File: config.mk
export PLATFORM = sky130hd
export DESIGN_NAME = presence_decision
export DESIGN_NICKNAME = d
export VERILOG_FILES = /design/src/core/presence_pkg.sv /design/src/core/byte_stream_if.sv /design/src/core/report_fifo.sv /design/src/core/serial_sender.sv /design/src/core/presence_decision.sv
export SDC_FILE = /design/constraint.sdc
export NUM_CORES = 1
export LEC_CHECK = 0
export ABC_AREA = 1
export BUFFER_PORTS_ARGS = -buffer_cell sky130_fd_sc_hd__buf_2
export CAP_MARGIN = 25
export CELL_PAD_IN_SITES_DETAIL_PLACEMENT = 2
export CELL_PAD_IN_SITES_GLOBAL_PLACEMENT = 2
export CORE_ASPECT_RATIO = 1.2
export CORE_MARGIN = 2
export CORE_UTILIZATION = 39
export DETAILED_ROUTE_END_ITERATION = 8
export PLACE_DENSITY = 0.84
export SETUP_SLACK_MARGIN = 0.4
export SYNTH_ARGS = -nofsm -noshare
export SYNTH_HDL_FRONTEND = slang
export SYNTH_HIERARCHICAL = 1
export SYNTH_SLANG_ARGS = --single-unit
export TNS_END_PERCENT = 100
File: constraint.sdc
create_clock -name clk -period 6.4 [get_ports clk]
set_input_delay 1.28 -clock clk [delete_from_list [all_inputs] [get_ports clk]]
set_output_delay 1.28 -clock clk [all_outputs]
set_load 0.03 [all_outputs]
File: src/core/presence_pkg.sv
// Purpose: shared constants and types for the presence decision block
// Assumes: 100 MHz single clock
// Notes:   all offsets are byte addresses of 32-bit words
package presence_pkg;

  // ***********************************************************
  // clock and timing
  // ***********************************************************
  localparam int CLK_HZ      = 100_000_000;
  localparam int BAUD_RATE   = 256_000;
  localparam int BAUD_DIV    = CLK_HZ / BAUD_RATE;
  localparam int HOLD_UNIT_S = 1;
  localparam int SEC_CYCLES  = CLK_HZ * HOLD_UNIT_S;
  localparam int UART_BITS   = 10;

  // ***********************************************************
  // gates and energies
  // ***********************************************************
  localparam int          GATE_CNT     = 9;
  localparam int          GATE_W       = 4;
  localparam int          ENERGY_W     = 8;
  localparam logic [15:0] GATE_CM      = 16'h004b;
  localparam logic [3:0]  MAX_GATE_MIN = 4'h1;
  localparam logic [3:0]  MAX_GATE_MAX = 4'h8;
  localparam logic [7:0]  THR_MAX      = 8'h64;
  localparam int          PW_BYTES     = 6;

  // ***********************************************************
  // register map
  // ***********************************************************
  localparam int         ADDR_W         = 8;
  localparam int         DATA_W         = 32;
  localparam logic [7:0] ADDR_CTRL      = 8'h00;
  localparam logic [7:0] ADDR_STATUS    = 8'h04;
  localparam logic [7:0] ADDR_MAX_MOVE  = 8'h08;
  localparam logic [7:0] ADDR_MAX_STILL = 8'h0c;
  localparam logic [7:0] ADDR_HOLD      = 8'h10;
  localparam logic [7:0] ADDR_PW_LO     = 8'h14;
  localparam logic [7:0] ADDR_PW_HI     = 8'h18;
  localparam logic [7:0] ADDR_THR_MOVE  = 8'h40;
  localparam logic [7:0] ADDR_THR_STILL = 8'h80;
  localparam int         CTRL_REPORT    = 0;
  localparam int         CTRL_FACTORY   = 1;

  // ***********************************************************
  // factory defaults (password value arbitrary)
  // ***********************************************************
  localparam logic [3:0]  DEF_MAX_GATE = 4'h8;
  localparam logic [7:0]  DEF_THR      = 8'h28;
  localparam logic [15:0] DEF_HOLD     = 16'h0005;
  localparam logic [47:0] DEF_PW       = 48'h313233343536;

  // ***********************************************************
  // report frame
  // ***********************************************************
  localparam logic [7:0] REP_HEAD = 8'haa;
  localparam logic [7:0] REP_TAIL = 8'h55;
  localparam logic [3:0] REP_LAST = 4'h8;
  localparam int         FIFO_DEPTH = 16;

  typedef enum logic [0:0] {REP_IDLE, REP_SEND} rep_state_t;

endpackage : presence_pkg

File: src/core/byte_stream_if.sv
// Purpose: valid/ready byte stream between internal modules
// Assumes: single clock domain
// Notes:   a word moves when valid and ready are both high
`timescale 1ns/1ps
interface byte_stream_if #(parameter int WIDTH = 8);
  logic             valid;
  logic             ready;
  logic [WIDTH-1:0] data;
  modport src (output valid, output data, input ready);
  modport snk (input valid, input data, output ready);
endinterface : byte_stream_if

File: src/core/report_fifo.sv
// Purpose: report byte buffer between sequencer and serial sender
// Assumes: depth is a power of two
// Notes:   full shows as wr.ready low; sequencer stalls on it
`timescale 1ns/1ps
module report_fifo #(
  parameter int WIDTH = 8,
  parameter int DEPTH = 16
) (
  input wire logic    clk,
  input wire logic    rst,
  byte_stream_if.snk  wr,
  byte_stream_if.src  rd
);
  localparam int AW = $clog2(DEPTH);

  logic [WIDTH-1:0] mem [DEPTH];
  logic [AW:0]      wptr;
  logic [AW:0]      rptr;
  logic             full;
  logic             empty;

  assign empty    = (wptr == rptr);
  assign full     = (wptr[AW] != rptr[AW]) && (wptr[AW-1:0] == rptr[AW-1:0]);
  assign wr.ready = !full;
  assign rd.valid = !empty;
  assign rd.data  = mem[rptr[AW-1:0]];

  always_ff @(posedge clk)
  begin
    if (wr.valid && !full)
    begin
      mem[wptr[AW-1:0]] <= wr.data;
    end
  end

  always_ff @(posedge clk or posedge rst)
  begin
    if (rst)
    begin
      wptr <= '0;
      rptr <= '0;
    end
    else
    begin
      if (wr.valid && !full)
      begin
        wptr <= wptr + 1'b1;
      end
      if (rd.ready && !empty)
      begin
        rptr <= rptr + 1'b1;
      end
    end
  end
endmodule : report_fifo

File: src/core/serial_sender.sv
// Purpose: 8 data bits, no parity, one stop bit serial transmitter
// Assumes: DIV clock cycles per bit
// Notes:   line idles high; takes a byte only when idle
`timescale 1ns/1ps
module serial_sender
  import presence_pkg::*;
#(
  parameter int DIV = presence_pkg::BAUD_DIV
) (
  input wire logic    clk,
  input wire logic    rst,
  byte_stream_if.snk  in,
  output logic        tx
);
  logic [UART_BITS-1:0] shift;
  logic [3:0]           bits_left;
  logic [15:0]          baud_cnt;

  assign in.ready = (bits_left == 4'h0);

  always_ff @(posedge clk or posedge rst)
  begin
    if (rst)
    begin
      shift     <= '1;
      bits_left <= 4'h0;
      baud_cnt  <= 16'h0000;
      tx        <= 1'b1;
    end
    else if (bits_left == 4'h0)
    begin
      tx <= 1'b1;
      if (in.valid)
      begin
        // stop, data lsb first, start
        shift     <= {1'b1, in.data, 1'b0};
        bits_left <= 4'(UART_BITS);
        baud_cnt  <= 16'h0000;
      end
    end
    else if (baud_cnt == 16'h0000)
    begin
      tx        <= shift[0];
      shift     <= {1'b1, shift[UART_BITS-1:1]};
      baud_cnt  <= 16'(DIV - 1);
    end
    else
    begin
      baud_cnt <= baud_cnt - 16'h0001;
      if (baud_cnt == 16'h0001)
      begin
        bits_left <= bits_left - 4'h1;
      end
    end
  end
endmodule : serial_sender

File: src/core/presence_decision.sv
// Purpose: presence decision, hold timer, output pin and serial report
// Assumes: per-gate energies arrive in gate order, then a frame_end pulse
// Notes:   configuration store has no reset; load defaults once after power-up
`timescale 1ns/1ps

// Overview of operation
// - output pin high while presence held
// - serial runs 256000 baud, 8N1
// - each frame not ending mid-report sends state, distances, energies
// - settings kept in store reset cannot clear
// - range counted in gates of 0.75m
// - separate move and still limits 1..8
// - targets past limit gate are ignored
// - present only when energy exceeds threshold
// - per-gate thresholds programmable 0..100
// - threshold 100 passes only energies above 100
// - hold timer restarts on detection, then clears
// - settings locked while reporting runs
// - six byte access password stored
module presence_decision
  import presence_pkg::*;
#(
  parameter int SEC_DIV = presence_pkg::SEC_CYCLES
) (
  input  wire logic                              clk,
  input  wire logic                              rst,
  input  wire logic [presence_pkg::ADDR_W-1:0]   addr,
  input  wire logic [presence_pkg::DATA_W-1:0]   wdata,
  input  wire logic                              wr,
  input  wire logic                              rd,
  output logic      [presence_pkg::DATA_W-1:0]   rdata,
  input  wire logic                              sample_valid,
  input  wire logic [presence_pkg::GATE_W-1:0]   sample_gate,
  input  wire logic [presence_pkg::ENERGY_W-1:0] move_energy,
  input  wire logic [presence_pkg::ENERGY_W-1:0] still_energy,
  input  wire logic                              frame_end,
  output logic                                   presence_out,
  output logic                                   serial_tx
);

  // ***********************************************************
  // state
  // ***********************************************************
  typedef struct packed {
    logic                report_en;
    logic                refused;
    logic                scan_move_hit;
    logic [GATE_W-1:0]   scan_move_gate;
    logic [ENERGY_W-1:0] scan_move_e;
    logic                scan_still_hit;
    logic [GATE_W-1:0]   scan_still_gate;
    logic [ENERGY_W-1:0] scan_still_e;
    logic                raw_move;
    logic                raw_still;
    logic [GATE_W-1:0]   rep_move_gate;
    logic [ENERGY_W-1:0] rep_move_e;
    logic [GATE_W-1:0]   rep_still_gate;
    logic [ENERGY_W-1:0] rep_still_e;
    logic                presence;
    logic [15:0]         hold_cnt;
    logic [31:0]         sec_cnt;
    rep_state_t          rep_state;
    logic [3:0]          rep_idx;
    logic [DATA_W-1:0]   rdata;
  } state_t;

  state_t st;
  state_t next_st;

  // ***********************************************************
  // retained settings
  // ***********************************************************
  // no reset on purpose: a block reset must not lose settings
  logic [ENERGY_W-1:0] thr_move  [GATE_CNT];
  logic [ENERGY_W-1:0] thr_still [GATE_CNT];
  logic [GATE_W-1:0]   max_move;
  logic [GATE_W-1:0]   max_still;
  logic [15:0]         hold_sec;
  logic [47:0]         password;

  logic cfg_sel;
  logic cfg_wr;
  logic factory_wr;
  logic sec_tick;
  logic move_det;
  logic still_det;
  logic [15:0] move_dist;
  logic [15:0] still_dist;

  byte_stream_if #(.WIDTH(8)) rep_in ();
  byte_stream_if #(.WIDTH(8)) rep_out ();

  function automatic logic is_thr(input logic [ADDR_W-1:0] a, input logic [ADDR_W-1:0] base);
    is_thr = (a >= base) && (a < base + 8'(4 * GATE_CNT)) && (a[1:0] == 2'b00);
  endfunction : is_thr

  function automatic logic [GATE_W-1:0] thr_index(input logic [ADDR_W-1:0] a, input logic [ADDR_W-1:0] base);
    logic [ADDR_W-1:0] off;
    off       = a - base;
    thr_index = off[GATE_W+1:2];
  endfunction : thr_index

  function automatic logic [GATE_W-1:0] clamp_gate(input logic [DATA_W-1:0] v);
    if (v < 32'(MAX_GATE_MIN))
      clamp_gate = MAX_GATE_MIN;
    else if (v > 32'(MAX_GATE_MAX))
      clamp_gate = MAX_GATE_MAX;
    else
      clamp_gate = v[GATE_W-1:0];
  endfunction : clamp_gate

  function automatic logic [ENERGY_W-1:0] clamp_thr(input logic [DATA_W-1:0] v);
    clamp_thr = (v > 32'(THR_MAX)) ? THR_MAX : v[ENERGY_W-1:0];
  endfunction : clamp_thr

  function automatic logic [15:0] gate_dist_cm(input logic [GATE_W-1:0] g);
    gate_dist_cm = 16'(g * GATE_CM);
  endfunction : gate_dist_cm

  // any settings address other than control and status
  assign cfg_sel = (addr == ADDR_MAX_MOVE) || (addr == ADDR_MAX_STILL) || (addr == ADDR_HOLD)
                || (addr == ADDR_PW_LO) || (addr == ADDR_PW_HI)
                || is_thr(addr, ADDR_THR_MOVE) || is_thr(addr, ADDR_THR_STILL);
  assign cfg_wr     = wr && cfg_sel && !st.report_en;
  assign factory_wr = wr && (addr == ADDR_CTRL) && wdata[CTRL_FACTORY] && !st.report_en;

  always_ff @(posedge clk)
  begin
    if (factory_wr)
    begin
      max_move  <= DEF_MAX_GATE;
      max_still <= DEF_MAX_GATE;
      hold_sec  <= DEF_HOLD;
      password  <= DEF_PW;
      for (int g = 0; g < GATE_CNT; g++)
      begin
        thr_move[g]  <= DEF_THR;
        thr_still[g] <= DEF_THR;
      end
    end
    else if (cfg_wr)
    begin
      if (addr == ADDR_MAX_MOVE)
        max_move <= clamp_gate(wdata);
      if (addr == ADDR_MAX_STILL)
        max_still <= clamp_gate(wdata);
      if (addr == ADDR_HOLD)
        hold_sec <= wdata[15:0];
      if (addr == ADDR_PW_LO)
        password[31:0] <= wdata;
      if (addr == ADDR_PW_HI)
        password[47:32] <= wdata[15:0];
      if (is_thr(addr, ADDR_THR_MOVE))
        thr_move[thr_index(addr, ADDR_THR_MOVE)] <= clamp_thr(wdata);
      if (is_thr(addr, ADDR_THR_STILL))
        thr_still[thr_index(addr, ADDR_THR_STILL)] <= clamp_thr(wdata);
    end
  end

  // ***********************************************************
  // per-gate decision
  // ***********************************************************
  // strict compare: a threshold of 100 is beaten only by energy above 100
  assign move_det  = sample_valid && (sample_gate < GATE_W'(GATE_CNT))
                  && (sample_gate <= max_move)
                  && (move_energy > thr_move[sample_gate]);
  assign still_det = sample_valid && (sample_gate < GATE_W'(GATE_CNT))
                  && (sample_gate <= max_still)
                  && (still_energy > thr_still[sample_gate]);

  assign sec_tick = (st.sec_cnt == 32'(SEC_DIV - 1));

  // ***********************************************************
  // next state
  // ***********************************************************
  always_comb
  begin
    next_st       = st;
    next_st.rdata = '0;

    // control writes stay open so the host can stop reporting
    if (wr && addr == ADDR_CTRL)
      next_st.report_en = wdata[CTRL_REPORT];
    if ((wr || rd) && cfg_sel && st.report_en)
      next_st.refused = 1'b1;

    if (rd)
    begin
      if (addr == ADDR_CTRL)
        next_st.rdata = DATA_W'(st.report_en);
      else if (addr == ADDR_STATUS)
      begin
        next_st.rdata   = {27'h0, st.refused, st.report_en, st.raw_still, st.raw_move, st.presence};
        next_st.refused = (wr || rd) && cfg_sel && st.report_en;
      end
      else if (!st.report_en)
      begin
        if (addr == ADDR_MAX_MOVE)
          next_st.rdata = DATA_W'(max_move);
        else if (addr == ADDR_MAX_STILL)
          next_st.rdata = DATA_W'(max_still);
        else if (addr == ADDR_HOLD)
          next_st.rdata = DATA_W'(hold_sec);
        else if (addr == ADDR_PW_LO)
          next_st.rdata = password[31:0];
        else if (addr == ADDR_PW_HI)
          next_st.rdata = DATA_W'(password[47:32]);
        else if (is_thr(addr, ADDR_THR_MOVE))
          next_st.rdata = DATA_W'(thr_move[thr_index(addr, ADDR_THR_MOVE)]);
        else if (is_thr(addr, ADDR_THR_STILL))
          next_st.rdata = DATA_W'(thr_still[thr_index(addr, ADDR_THR_STILL)]);
      end
    end

    // nearest hit in the frame is kept
    if (move_det && !st.scan_move_hit)
    begin
      next_st.scan_move_hit  = 1'b1;
      next_st.scan_move_gate = sample_gate;
      next_st.scan_move_e    = move_energy;
    end
    if (still_det && !st.scan_still_hit)
    begin
      next_st.scan_still_hit  = 1'b1;
      next_st.scan_still_gate = sample_gate;
      next_st.scan_still_e    = still_energy;
    end

    next_st.sec_cnt = sec_tick ? 32'h0 : st.sec_cnt + 32'h1;

    if (sec_tick && st.presence && !(st.raw_move || st.raw_still))
    begin
      if (st.hold_cnt == 16'h0)
        next_st.presence = 1'b0;
      else
        next_st.hold_cnt = st.hold_cnt - 16'h1;
    end

    if (frame_end)
    begin
      next_st.raw_move        = st.scan_move_hit;
      next_st.raw_still       = st.scan_still_hit;
      next_st.rep_move_gate   = st.scan_move_hit ? st.scan_move_gate : '0;
      next_st.rep_move_e      = st.scan_move_hit ? st.scan_move_e : '0;
      next_st.rep_still_gate  = st.scan_still_hit ? st.scan_still_gate : '0;
      next_st.rep_still_e     = st.scan_still_hit ? st.scan_still_e : '0;
      next_st.scan_move_hit   = 1'b0;
      next_st.scan_still_hit  = 1'b0;
      if (st.scan_move_hit || st.scan_still_hit)
      begin
        next_st.presence = 1'b1;
        next_st.hold_cnt = hold_sec;
      end
      // a frame ending mid-report is not reported; snapshot still updates
      if (st.report_en && st.rep_state == REP_IDLE)
      begin
        next_st.rep_state = REP_SEND;
        next_st.rep_idx   = 4'h0;
      end
    end

    case (st.rep_state)
      REP_IDLE:
      begin
      end
      REP_SEND:
      begin
        if (rep_in.ready)
        begin
          if (st.rep_idx == REP_LAST)
            next_st.rep_state = REP_IDLE;
          else
            next_st.rep_idx = st.rep_idx + 4'h1;
        end
      end
      default:
      begin
        next_st.rep_state = REP_IDLE;
      end
    endcase
  end

  // ***********************************************************
  // report byte source
  // ***********************************************************
  assign move_dist  = gate_dist_cm(st.rep_move_gate);
  assign still_dist = gate_dist_cm(st.rep_still_gate);

  always_comb
  begin
    rep_in.valid = (st.rep_state == REP_SEND);
    case (st.rep_idx)
      4'h0:    rep_in.data = REP_HEAD;
      4'h1:    rep_in.data = {6'h00, st.raw_still, st.raw_move};
      4'h2:    rep_in.data = move_dist[7:0];
      4'h3:    rep_in.data = move_dist[15:8];
      4'h4:    rep_in.data = st.rep_move_e;
      4'h5:    rep_in.data = still_dist[7:0];
      4'h6:    rep_in.data = still_dist[15:8];
      4'h7:    rep_in.data = st.rep_still_e;
      default: rep_in.data = REP_TAIL;
    endcase
  end

  report_fifo #(
    .WIDTH (8),
    .DEPTH (FIFO_DEPTH)
  ) u_fifo (
    .clk (clk),
    .rst (rst),
    .wr  (rep_in),
    .rd  (rep_out)
  );

  serial_sender #(
    .DIV (BAUD_DIV)
  ) u_tx (
    .clk (clk),
    .rst (rst),
    .in  (rep_out),
    .tx  (serial_tx)
  );

  // ***********************************************************
  // registers
  // ***********************************************************
  always_ff @(posedge clk or posedge rst)
  begin
    if (rst)
    begin
      st           <= '0;
      st.rep_state <= REP_IDLE;
    end
    else
    begin
      st <= next_st;
    end
  end

  assign rdata        = st.rdata;
  assign presence_out = st.presence;

endmodule : presence_decision

==> impl_results.html <==
<table>
<tr><th>Metric</th><th>Value</th></tr>
<tr><th colspan="2">STA</th></tr>
<tr><td>Slew HR</td><td>31.6%</td></tr>
<tr><td>Worst Tran Pin Value</td><td>1.02 ns</td></tr>
<tr><td>Shortest clock period the worst path allows after layout</td><td>4.86 ns</td></tr>
<tr><td>Clk_skew</td><td>0.0270 ns</td></tr>
<tr><td>Max Fclk</td><td>0.206 GHz</td></tr>
<tr><td>Setup TNS Final</td><td>0 ns</td></tr>
<tr><td>Final slew viol count</td><td>0</td></tr>
<tr><td>Count of endpoints failing hold in the final timing report</td><td>0</td></tr>
<tr><td>Unrepaired setup endpoints after global routing</td><td>false</td></tr>
<tr><td>Crit share post-route</td><td>75.9%</td></tr>
<tr><td>Number of setup violations in the final report</td><td>0</td></tr>
<tr><th colspan="2">Critical path</th></tr>
<tr><td>Category of the worst setup path launch point</td><td>input port</td></tr>
<tr><td>Cell-by-cell trace of the critical path</td><td>buf_4 &gt; clkinv_2 &gt; buf_4 &gt; o21ai_0 &gt; o22ai_1 &gt; nor2_1 &gt; a311oi_1 &gt; nor3_1 &gt; ha_1 &gt; nand2_1 &gt; o21a_1 &gt; o221ai_1 &gt; nand2_1 &gt; nor2_1 &gt; buf_4 &gt; clkinv_1 &gt; nand2_1 &gt; o21ai_0</td></tr>
<tr><td>CP delay by family, top</td><td>buffers and inverters</td></tr>
<tr><td>Worst Path Class, Setup</td><td>in2reg</td></tr>
<tr><td>CP Data Arrival Time</td><td>5.37 ns</td></tr>
<tr><td>Required time at the worst-slack endpoint</td><td>6.91 ns</td></tr>
<tr><td>Largest fanout on the critical path</td><td>44</td></tr>
<tr><td>Number of buffer and inverter instances along the worst setup path</td><td>5</td></tr>
<tr><td>CP endpoint kind</td><td>flip-flop</td></tr>
<tr><td>Critical Path Slowest Stage Cell</td><td>a311oi_1</td></tr>
<tr><td>Crit-path max cell delay</td><td>0.57 ns</td></tr>
<tr><th colspan="2">Floorplan</th></tr>
<tr><td>Area of the die</td><td>83700 um2</td></tr>
<tr><td>Top-level port count</td><td>100</td></tr>
<tr><td>Cell Rows</td><td>114</td></tr>
<tr><td>Starting density of the core</td><td>39.4%</td></tr>
<tr><td>Placeable core area</td><td>80600 um2</td></tr>
<tr><td>Die outline height</td><td>316 um</td></tr>
<tr><td>Horiz. Die Dim</td><td>264 um</td></tr>
<tr><th colspan="2">Yosys</th></tr>
<tr><td>Share of Yosys cell area claimed by the top area cell type</td><td>36.3%</td></tr>
<tr><td>Main area contributors after synthesis</td><td>edfxtp_1 36%, dfrtp_1 13%, nand2_1 8.1%</td></tr>
<tr><td>Seq cells post-synth</td><td>636</td></tr>
<tr><td>Most numerous cell in the Yosys netlist</td><td>nand2_1</td></tr>
<tr><td>Synthesis Warnings</td><td>6</td></tr>
<tr><td>Post-synth cell types</td><td>62</td></tr>
<tr><td>Area of the mapped netlist</td><td>31700 um2</td></tr>
<tr><td>Sequential fraction of the synthesis area</td><td>55.1%</td></tr>
<tr><td>List of most frequent post-synthesis cells</td><td>688 x nand2_1, 563 x nor2_1, 384 x edfxtp_1</td></tr>
<tr><td>Share of flip-flops with an asynchronous set or reset</td><td>28.3%</td></tr>
<tr><td>Biggest area consumer among synthesized cells</td><td>edfxtp_1</td></tr>
<tr><td>Avg Synthesized Cell Area</td><td>8.83 um2</td></tr>
<tr><td>Count of flip-flops with a built-in enable after synthesis</td><td>384</td></tr>
<tr><td>Synth Instances</td><td>3593</td></tr>
<tr><td>Post-synth top flop</td><td>edfxtp_1</td></tr>
<tr><th colspan="2">Clock network</th></tr>
<tr><td>Setup bufs post-CTS</td><td>0</td></tr>
<tr><td>Clock Latency Late Sink</td><td>0.64 ns</td></tr>
<tr><td>Post-CTS clock slew at the launch and capture registers of the worst setup and hold paths</td><td>0.06 ns</td></tr>
<tr><td>Maximum root-to-sink buffer count</td><td>3</td></tr>
<tr><td>Number of hold buffers added after cts</td><td>0</td></tr>
<tr><td>Cell at the root of the clock tree</td><td>clkbuf_16</td></tr>
<tr><td>Quantity of gates resized following cts</td><td>0</td></tr>
<tr><td>Num CTS Buffers</td><td>73</td></tr>
<tr><td>Level count of the clock H-tree</td><td>3</td></tr>
<tr><td>Clock tree from TritonCTS</td><td>built</td></tr>
<tr><td>Clock sink count</td><td>636</td></tr>
<tr><th colspan="2">Power and ir drop</th></tr>
<tr><td>Largest vdd supply drop</td><td>0.224 mV</td></tr>
<tr><td>Static Leakage</td><td>15.5 nW</td></tr>
<tr><td>Pwr Density</td><td>353 nW/um2</td></tr>
<tr><th colspan="2">Place</th></tr>
<tr><td>Detail Placement HPWL</td><td>82.2 mm</td></tr>
<tr><td>Routability Congestion</td><td>0.904</td></tr>
<tr><td>Quantity of I/O buffers inserted on ports</td><td>99</td></tr>
<tr><td>Post-placement cell area</td><td>33600 um2</td></tr>
<tr><th colspan="2">Routing</th></tr>
<tr><td>Met3 WL post-DR</td><td>5.03 mm</td></tr>
<tr><td>Detailed route wirelength on metal2</td><td>61.4 mm</td></tr>
<tr><td>Antenna violation net count after detailed routing</td><td>0</td></tr>
<tr><td>Via density</td><td>5.63</td></tr>
<tr><td>Post-detailed-route wirelength per cell</td><td>24.5 um</td></tr>
<tr><td>Total wire length after detailed routing</td><td>119 mm</td></tr>
<tr><td>First-iteration detailed-routing DRC count</td><td>1604</td></tr>
<tr><td>Uppermost metal layer occupied by signal nets</td><td>met5</td></tr>
<tr><td>DRC violation count after routing</td><td>0</td></tr>
<tr><td>Length of the first detailed-routing pass in iterations</td><td>6</td></tr>
<tr><td>Total via count in the routed design</td><td>27400</td></tr>
<tr><td>Length of routed wiring on met1</td><td>45.8 mm</td></tr>
<tr><th colspan="2">Layout</th></tr>
<tr><td>Nets@finish</td><td>3901</td></tr>
<tr><td>Number of filler instances in the final layout</td><td>8898</td></tr>
<tr><td>Relative area change from synthesis to final layout</td><td>13.6%</td></tr>
<tr><td>Proportion of layout cells with a drive suffix above 1</td><td>9.28%</td></tr>
<tr><td>Number of antenna cells inserted</td><td>0</td></tr>
<tr><td>Cell area after layout</td><td>36000 um2</td></tr>
<tr><th colspan="2">Global route</th></tr>
<tr><td>Number of global-route vias before repair</td><td>30300</td></tr>
<tr><td>Congestion Overflow GR</td><td>0</td></tr>
<tr><td>Largest net degree at the start of global routing</td><td>84</td></tr>
<tr><td>Antenna violations before repair</td><td>2</td></tr>
<tr><td>Total global-route track usage</td><td>28.5%</td></tr>
<tr><td>Wire length of the first global-routing pass</td><td>182 mm</td></tr>
<tr><th colspan="2">Flow run</th></tr>
<tr><td>Number of maximum-capacitance constraint violations</td><td>0</td></tr>
<tr><th colspan="2">Run status</th></tr>
<tr><td>Status</td><td>finished clean</td></tr>
<tr><th colspan="2">Hold path</th></tr>
<tr><td>Worst min path class</td><td>reg2reg</td></tr>
</table>
area by class of cell:
cell class	count	area, um2	share of cell area (%)
multi-input combinational	2546	12500	34.8
sequential	636	17500	48.5
timing repair buffer	146	876	2.43
clock inverter	32	399	1.11
tap	1044	1310	3.62
clock buffer	100	2050	5.69
inverter	365	1380	3.83
flip-flops by register name (all words and copies together), names as in the netlist:
register and flops:
st 106, hold_sec 16, max_still 4, password 48, u_fifo/rptr 5, rdata 32
max_move 4, u_tx/bits_left 4, rep_in.valid 1, u_tx/tx 1, u_tx/shift 9, u_tx/baud_cnt 16
u_fifo/wptr 5, u_fifo/mem 128, thr_still 128, presence_out 1, thr_move 128
logic make-up (layout without fill, tap and decap cells):
family	after synthesis	count (layout)	synth area share (%)
mux	10	10	0.315
other cells	1	144	0.0118
fa+ha+maj	67	67	2.69
simple gates	1551	1551	20.4
flops	636	636	55.1
xor+xnor	44	44	1.21
buf+inv	554	643	7.15
compound gates	730	730	13.2
path summary, 6_finish.rpt:
check / startpoint / endpoint / slack, ns / cells after the start
min in group asynchronous: rst / u_fifo/rptr[2] / 0.69 / 2
max: sample_gate[0] / st[135] / 1.54 / 18
min reg2reg: password[27] / rdata[27] / 0.43 / 2
max in group asynchronous: rst / st[114] / 4.22 / 3
max reg2reg: st[96] / u_fifo/mem[11][2] / 2.64 / 14
min: password[27] / rdata[27] / 0.43 / 2
metrics by stage:
stage | hold slack [ns] | instances | power [mW] | utilization [%] | setup slack (ns)
finish | 0.433 | 4869 | 12.7 | 44.7 | 1.54
global route | 0.453 | 4869 | 13.4 | 44.7 | 1.19
CTS | 0.439 | 4869 | 12.8 | 44.7 | 1.62
detailed placement | 0.421 | 4737 | 8.35 | 41.7 | 1.02
global placement | 0.414 | 4737 | 8.12 | 41.7 | 1.29
floorplan | 0.399 | 3736 | 7.26 | - | 1.37
worst reg2reg max path, cell delays in order, from the launching register on:
cell and delay [ns]:
dfrtp_1 0.48, ha_1 0.32, inv_1 0.05, fa_1 0.52
inv_1 0.07, ha_1 0.22, nand2_1 0.09, nand2_1 0.05
a21oi_1 0.16, or2_2 0.16, nand2_1 0.05, a21oi_1 0.22
inv_1 0.10, nand3_1 0.11, nand3_1 0.63
report_power, final:
group | switching [mW] | internal, mW
Combinational | 2.20 | 0.832
Clock | 1.78 | 2.61
Sequential | 0.317 | 5.00
Total | 4.30 | 8.44
placed cells by master, fill, tap and decap left out, types with 16 or more instances in the layout:
cell | Yosys | final
buf_4 | 35 | 46
nand3_1 | 156 | 155
o211ai_1 | 26 | 26
buf_2 | 27 | 98
nor3_1 | 42 | 42
dfrtp_1 | 170 | 169
edfxtp_1 | 384 | 384
inv_2 | 24 | 25
clkbuf_1 | 111 | 17
nor2_1 | 563 | 563
conb_1 | 1 | 144
nand2_1 | 688 | 686
ha_1 | 65 | 65
clkbuf_16 | 0 | 75
a21oi_1 | 133 | 133
nand4_1 | 34 | 34
o21ai_0 | 322 | 321
o22ai_1 | 129 | 129
a221oi_1 | 16 | 16
o21ai_1 | 23 | 24
dfxtp_1 | 72 | 72
inv_1 | 333 | 331
xor2_1 | 35 | 35
layer usage:
metal  track usage [%]  vias to the layer above
met2              51.8                      778
li1                  -                    12300
met1              32.3                    14000
met3              3.66                      322
met5                 0                        -
met4              16.6                        2
No activity file was read; power rests on OpenSTA's default activity.
